## config.mk

```make
export PLATFORM = sky130hd
export DESIGN_NAME = tiu_table_interp
export DESIGN_NICKNAME = d
export VERILOG_FILES = /design/src/tiu_pkg.sv /design/src/tiu_calc_if.sv /design/src/tiu_table_interp.sv /design/src/tiu_interp_calc.sv
export SDC_FILE = /design/constraint.sdc
export NUM_CORES = 1
export LEC_CHECK = 0
export ABC_AREA = 1
export BUFFER_PORTS_ARGS = -buffer_cell sky130_fd_sc_hd__buf_2
export CORE_MARGIN = 4
export CORE_UTILIZATION = 28
export DETAILED_ROUTE_END_ITERATION = 16
export PLACE_DENSITY = 0.52
export SLEW_MARGIN = 20
export SYNTH_ARGS = -nofsm -noshare
export SYNTH_HDL_FRONTEND = slang
export SYNTH_HIERARCHICAL = 1
export SYNTH_SLANG_ARGS = --single-unit
```

## constraint.sdc

```tcl
create_clock -name clock -period 7.3 [get_ports clock]
set_input_delay 1.46 -clock clock [delete_from_list [all_inputs] [get_ports clock]]
set_output_delay 1.46 -clock clock [all_outputs]
set_load 0.005 [all_outputs]
```

## src/tiu_pkg.sv

```systemverilog
// Shared constants and types of the table interpolation unit
`default_nettype none
package tiu_pkg;
   // ----------------------------------------------------------------
   // Widths
   // ----------------------------------------------------------------
   localparam int ADDR_W = 16;
   localparam int WORD_W = 16;
   localparam int BYTE_W = 8;
   localparam int FRAC_W = 8;
   // ----------------------------------------------------------------
   // Arithmetic constants
   // ----------------------------------------------------------------
   // Half of one result LSB (prod carries 8 fraction bits below it), used for rounding
   localparam logic signed [25:0] ROUND_HALF = 26'sh080;
   // Distance from the start point to the end point of a segment
   localparam logic [15:0] BYTE_STEP = 16'h0001;
   localparam logic [15:0] WORD_STEP = 16'h0002;
   // ----------------------------------------------------------------
   // Reset values
   // ----------------------------------------------------------------
   localparam logic [15:0] RESET_WORD = 16'h0000;
   localparam logic [7:0] RESET_BYTE = 8'h00;
   // ----------------------------------------------------------------
   // Sequencer states
   // ----------------------------------------------------------------
   typedef enum logic [2:0] {
      ST_IDLE,
      ST_FETCH_START,
      ST_FETCH_END,
      ST_CALC,
      ST_WAIT
   } tiu_state_t;
endpackage
`default_nettype wire

```

## src/tiu_calc_if.sv

```systemverilog
// Carrier between the sequencer and the interpolation arithmetic
`default_nettype none
interface tiu_calc_if;
   logic go;
   logic is_word;
   logic [15:0] start_val;
   logic [15:0] end_val;
   logic [7:0] frac;
   logic valid;
   logic [15:0] result;
   modport seq (output go, is_word, start_val, end_val, frac,
                input valid, result);
   modport calc (input go, is_word, start_val, end_val, frac,
                 output valid, result);
endinterface
`default_nettype wire

```

## src/tiu_table_interp.sv

```systemverilog
// Table lookup and interpolation datapath with operand fetch sequencer
// Functional notes
// - The byte lookup treats entries as 8-bit values and yields 8 bits.
// - The word lookup treats entries as 16-bit values and yields 16 bits.
// - Start value is at the effective address, end value right after.
// - The fraction is unsigned 8-bit, splitting a segment in 256 steps.
// - Signed end minus start is multiplied by the fraction.
// - The result is the start value plus the signed scaled delta.
`default_nettype none
module tiu_table_interp (
   // Clock and reset
   input wire logic clock,
   input wire logic reset,
   // Instruction request from the core
   input wire logic start,
   input wire logic is_word,
   input wire logic [15:0] eff_addr,
   input wire logic [7:0] fraction,
   // Operand fetch over the core data path
   output logic mem_req,
   output logic [15:0] mem_addr,
   output logic mem_word,
   input wire logic mem_valid,
   input wire logic [15:0] mem_rdata,
   // Results to the accumulator file
   output logic busy,
   output logic done,
   output logic result_is_word,
   output logic [7:0] result_byte,
   output logic [15:0] result_word
);
   // ----------------------------------------------------------------
   // State
   // ----------------------------------------------------------------
   typedef struct packed {
      // Sequencer and fetch port
      tiu_pkg::tiu_state_t state;
      logic mem_req;
      logic [15:0] mem_addr;
      // Command taken at the accept edge
      logic is_word;
      logic [7:0] frac;
      // Fetched segment end points
      logic [15:0] start_val;
      logic [15:0] end_val;
      // Handshakes
      logic go;
      logic busy;
      logic done;
      // Result accumulators
      logic [7:0] res_byte;
      logic [15:0] res_word;
   } tiu_top_state_t;

   tiu_top_state_t s_q;
   tiu_top_state_t s_d;
   logic [15:0] rdata_sized;
   logic [15:0] next_addr;
   logic [7:0] res_byte_next;
   logic [15:0] res_word_next;
   logic accept;
   logic fetch_ack;

   // ----------------------------------------------------------------
   // Interpolation arithmetic
   // ----------------------------------------------------------------
   tiu_calc_if cif ();

   tiu_interp_calc u_calc (
      .clock(clock),
      .reset(reset),
      .cif(cif)
   );

   assign cif.go = s_q.go;
   assign cif.is_word = s_q.is_word;
   assign cif.start_val = s_q.start_val;
   assign cif.end_val = s_q.end_val;
   assign cif.frac = s_q.frac;

   // ----------------------------------------------------------------
   // Fetch handshake
   // ----------------------------------------------------------------
   // A lookup is only taken while the sequencer is idle
   assign accept = start && (s_q.state == tiu_pkg::ST_IDLE);
   // A stray data strobe outside a fetch must not advance the sequencer
   assign fetch_ack = mem_valid && s_q.mem_req;

   // ----------------------------------------------------------------
   // Operand lanes
   // ----------------------------------------------------------------
   always_comb begin
      // Byte fetch uses only the low lane of the data path
      if (s_q.is_word) begin
         rdata_sized = mem_rdata;
      end else begin
         rdata_sized = {8'h00, mem_rdata[7:0]};
      end
      // End point is one entry above; a table may not cross the top
      // of the address space, the fetch address simply wraps there
      if (s_q.is_word) begin
         next_addr = s_q.mem_addr + tiu_pkg::WORD_STEP;
      end else begin
         next_addr = s_q.mem_addr + tiu_pkg::BYTE_STEP;
      end
   end

   // ----------------------------------------------------------------
   // Result steering
   // ----------------------------------------------------------------
   always_comb begin
      // Each variant only overwrites its own accumulator
      res_byte_next = s_q.res_byte;
      res_word_next = s_q.res_word;
      if (s_q.is_word) begin
         res_word_next = cif.result;
      end else begin
         res_byte_next = cif.result[7:0];
      end
   end

   // ----------------------------------------------------------------
   // Sequencer
   // ----------------------------------------------------------------
   always_comb begin
      s_d = s_q;
      s_d.go = 1'b0;
      s_d.done = 1'b0;

      case (s_q.state)
         tiu_pkg::ST_IDLE: begin
            // Requests while busy are ignored, not queued
            if (accept) begin
               s_d.state = tiu_pkg::ST_FETCH_START;
               s_d.is_word = is_word;
               s_d.frac = fraction;
               s_d.mem_req = 1'b1;
               s_d.mem_addr = eff_addr;
               s_d.busy = 1'b1;
            end
         end

         tiu_pkg::ST_FETCH_START: begin
            // Start point comes back first
            if (fetch_ack) begin
               s_d.start_val = rdata_sized;
               s_d.state = tiu_pkg::ST_FETCH_END;
               s_d.mem_addr = next_addr;
            end
         end

         tiu_pkg::ST_FETCH_END: begin
            // End point closes the fetch and launches the arithmetic
            if (fetch_ack) begin
               s_d.end_val = rdata_sized;
               s_d.mem_req = 1'b0;
               s_d.go = 1'b1;
               s_d.state = tiu_pkg::ST_CALC;
            end
         end

         tiu_pkg::ST_CALC: begin
            // Arithmetic registers its result in this cycle
            s_d.state = tiu_pkg::ST_WAIT;
         end

         tiu_pkg::ST_WAIT: begin
            // Result lands in the accumulator of its own variant
            if (cif.valid) begin
               s_d.res_word = res_word_next;
               s_d.res_byte = res_byte_next;
               s_d.done = 1'b1;
               s_d.busy = 1'b0;
               s_d.state = tiu_pkg::ST_IDLE;
            end
         end

         default: begin
            s_d.state = tiu_pkg::ST_IDLE;
         end
      endcase
   end

   // ----------------------------------------------------------------
   // Registers
   // ----------------------------------------------------------------
   // Reset only loads constants; its release must be clock-aligned
   always_ff @(posedge clock or posedge reset) begin
      if (reset) begin
         s_q <= '{state: tiu_pkg::ST_IDLE,
                  mem_req: 1'b0,
                  mem_addr: tiu_pkg::RESET_WORD,
                  is_word: 1'b0,
                  frac: tiu_pkg::RESET_BYTE,
                  start_val: tiu_pkg::RESET_WORD,
                  end_val: tiu_pkg::RESET_WORD,
                  go: 1'b0,
                  busy: 1'b0,
                  done: 1'b0,
                  res_byte: tiu_pkg::RESET_BYTE,
                  res_word: tiu_pkg::RESET_WORD};
      end else begin
         s_q <= s_d;
      end
   end

   // ----------------------------------------------------------------
   // Outputs
   // ----------------------------------------------------------------
   assign mem_req = s_q.mem_req;
   assign mem_addr = s_q.mem_addr;
   assign mem_word = s_q.is_word;
   assign busy = s_q.busy;
   assign done = s_q.done;
   assign result_is_word = s_q.is_word;
   // Each accumulator holds until the next lookup of its own variant
   assign result_byte = s_q.res_byte;
   assign result_word = s_q.res_word;
endmodule
`default_nettype wire

```

## src/tiu_interp_calc.sv

```systemverilog
// Interpolation arithmetic: signed delta, scaling by fraction, sum
`default_nettype none
module tiu_interp_calc (
   // Clock and reset
   input wire logic clock,
   input wire logic reset,
   // Operands and result
   tiu_calc_if.calc cif
);
   typedef struct packed {
      logic valid;
      logic [15:0] result;
   } tiu_calc_state_t;

   tiu_calc_state_t s_q;
   tiu_calc_state_t s_d;
   logic signed [16:0] diff;
   logic signed [25:0] prod;
   logic signed [25:0] rnd;
   logic [15:0] sum;
   logic [15:0] wdiff;
   logic [7:0] bdiff;

   always_comb begin
      // Difference wraps to the entry width and is read as signed, so
      // a step larger than half the range turns round
      wdiff = cif.end_val - cif.start_val;
      bdiff = cif.end_val[7:0] - cif.start_val[7:0];
      if (cif.is_word) begin
         diff = $signed({wdiff[15], wdiff});
      end else begin
         diff = $signed({{9{bdiff[7]}}, bdiff});
      end
      // Fraction is unsigned, radix point above bit 7
      prod = diff * $signed({1'b0, cif.frac});
      rnd = prod + tiu_pkg::ROUND_HALF;
      sum = cif.start_val + rnd[23:8];
      s_d = s_q;
      s_d.valid = cif.go;
      if (cif.go) begin
         if (cif.is_word) begin
            s_d.result = sum;
         end else begin
            s_d.result = {8'h00, sum[7:0]};
         end
      end
   end

   always_ff @(posedge clock or posedge reset) begin
      if (reset) begin
         s_q <= '{valid: 1'b0, result: tiu_pkg::RESET_WORD};
      end else begin
         s_q <= s_d;
      end
   end

   assign cif.valid = s_q.valid;
   assign cif.result = s_q.result;
endmodule
`default_nettype wire

```

==> results.yml <==
logic_synthesis:
  synthTopCellsByArea: "dfrtp_1 (23%), fa_1 (18%), nand2_1 (13%)"
  netlist_instances: 1508
  synth_area_leader_cell: "dfrtp_1"
  yosysWarningCount: 6
  yosysSeqAreaShare_pct: 22.98
  syn-num-nets: 1745
  avgSynthCellArea_um2: 7.584
  synthArstFlopShare_pct: 100.0
  synthMostInstantiatedCell: "nand2_1"
  synth_top_area_share_pct: 22.98
  synth-edff-count: 0
  synth_cell_types: 48
  synth_area_um2: 11440
  synth-seq-cells: 105
  synthTopCellsByCount: "nand2_1 (405), inv_1 (243), nor2_1 (123), dfrtp_1 (105), fa_1 (102)"
  synth_flop_cell: "dfrtp_1"
placed_design:
  placedCellCount: 2081
  gp_congestion: 0.9080
  hpwl_um: 25890
  portBuffers: 89
cells_and_area:
  drive_gt1_share_pct: 18.37
  synthToLayoutAreaGrowth_pct: 14.00
  seq_area_um2: 2630
  stdcell_count: 2110
  final_nets: 1816
  fillCellCount: 4276
  multi_input_area_um2: 7677
die:
  core_area_um2: 40100
  rows: 73
  die_area_um2: 44140
  die_h_um: 210.1
  pin_count: 90
  die_w_um: 210.1
  start_util_pct: 28.52
cts:
  clkTransAtPathRegs_ps: 80
  root_buffer: "clkbuf_16"
  hold_buffers: 0
  cts_made_buffers: 9
  cts_sinks: 105
  clk_latency_ps: 370
  h-tree-depth: 3
  cts_tree: "yes"
  clockBufferDepth: 2
route:
  vias_per_cell: 4.492
  wl_per_cell_um: 14.91
  drt_first_pass_iters: 5
  route.detailed.drc: 0
  totalWireLength_um: 31470
  ant_nets: 0
  vias: 9478
  dr.first_iter.drc_count: 599
global_route:
  grt_pass1_wl_um: 51500
  grt_pass1_vias: 9620
  grt_start_max_net_pins: 64
  grt_antenna_before_repair: 1
  grt_overflow: 0
  grt_util_all_layers_pct: 14.38
pwr:
  ir_drop_uv: 102.6
  leakagePower_nw: 7.008
  power_density_nw_per_um2: 87.59
worst_hold_path:
  hp-start: "result_word[13]"
  min-delay-path-class: "reg2reg"
sta:
  final.period_utilization_pct: 94.71
  timing_hold_violations_final: 0
  slew-limit-headroom_pct: 38.14
  timing.fmax_ghz: 0.1446
  tns_ps: 0
  finalSetupViolCount: 0
  fin_skew_ps: 21.89
  report.final.slew_viol_count: 0
  layout_min_cycle_time_ps: 6913
  worst_pin_slew_ps: 927.9
  rsz0062_at_grt: "yes"
worst_setup_path:
  critPathCaptureType: "flip-flop"
  required_ps: 7540
  worstSetupPathType: "reg2reg"
  critPathMaxStageDelay_ps: 550
  critPathArrivalTime_ps: 7150
  crit_top_cell: "nand2_1"
  cp_max_fo: 8
  worstSetupStartpoint: "cif.start_val[6]"
  start_kind: "flip-flop"
  timing.rr.start: "cif.start_val[6]"
  cp_slowest_cell: "fa_1"
run:
  maxCapViolations: 0
outcome:
  status: "finished, final reports clean"
-- final cells by class --
class / instances / area share, %
Inverter: 265 / 7.649
Multi-Input combinational cell: 1067 / 58.89
Tap cell: 525 / 5.038
Clock buffer: 10 / 1.833
Sequential cell: 105 / 20.17
Antenna cell: 1 / 0.01919
Clock inverter: 6 / 0.5662
Timing Repair Buffer: 131 / 5.835
-- worst max-delay path: cells and delay by family (launching register included) --
family                     cells  cell delay, ps
AOI/OAI and AO/OA              4             570
xor gates and xnor gates       2             380
adders and majority gates      8            3290
buffers and inverters          7             600
DFF                            1             420
and+or+nand+nor               12            1550
-- flip-flops by register name (all words and copies together), names as in the netlist, 3 cells and up --
| name | cells |
|---|---|
| s_q | 3 |
| result_word | 16 |
| mem_addr | 16 |
| result_byte | 8 |
| cif.frac | 8 |
| cif.start_val | 16 |
| cif.end_val | 16 |
| u_calc/cif.result | 16 |
-- stage by stage --
stage          worst slack (ps)  total power (W)  hold slack [ps]  utilization (%)  area, um2
4_1_cts                   12.07         0.001162            473.9            31.45      12610
3_3_place_gp             -97.62        0.0006232            456.1            30.67      12300
6_report                  386.5         0.001142            465.6            32.51      13040
3_5_place_dp             -168.8        0.0006242            456.1            30.67      12300
5_1_grt                  -38.67         0.001189            492.9            32.51      13040
2_1_floorplan             765.7        0.0006039            431.1                -      11440
-- cells by family (layout without fill, tap and decap cells) --
group	Yosys count	count (layout)	synth area share (%)
AND/OR/NAND/NOR	676	676	25.73
buffers and inverters	336	412	12.80
adder cells (fa/ha/maj)	192	192	27.70
AO/OA/AOI/OAI	178	178	9.015
flip-flops	105	105	22.98
XOR/XNOR	21	21	1.772
other	0	1	0
-- path summary, 6_finish.rpt --
kind                                          to  slack, ps  cells past startpoint
max                        u_calc/cif.result[14]        390                     33
min reg2reg                      result_word[13]        470                      2
max reg2reg                u_calc/cif.result[14]        390                     33
max in group asynchronous      cif.start_val[13]       4950                      3
min in group asynchronous         result_word[5]       1070                      2
min                              result_word[13]        470                      2
-- per-layer routing --
metal | part of all wire, % | GRT usage, % | routed length (um) | up-vias
met5 | 0 | 0 | 0 | -
met4 | 2.0 | 3.960 | 624 | 0
met3 | 3.1 | 1.741 | 990 | 28
met2 | 48 | 24.32 | 14960 | 165
met1 | 47 | 19.54 | 14890 | 4512
li1 | - | - | - | 4773
-- power breakdown --
group          internal, W  leakage [nW]  switching [W]
combinational   0.00000966          5.44      0.0000196
sequential        0.000581          1.41              0
clock             0.000282         0.153       0.000250
total             0.000872          7.01       0.000270
-- placed cells by master (no fill, tap or decap), types with 19 or more instances in the layout --
master / n
nand2_1: 401
inv_1: 239
nor2_1: 119
dfrtp_1: 103
fa_1: 99
buf_2: 89
nand3_1: 80
ha_1: 70
o21ai_0: 54
buf_4: 42
a21oi_1: 39
inv_2: 24
o21ai_1: 21
o21ai_2: 19
-- what timing repair did --
item / CTS / global route
resized for setup: 4 / 77
hold endpoints to repair: 0 / 0
endpoints found under the setup margin: 5 / 12
pin swaps: 0 / 6
buffers inserted: 0 / 12
No activity file was read; power rests on OpenSTA's default activity.
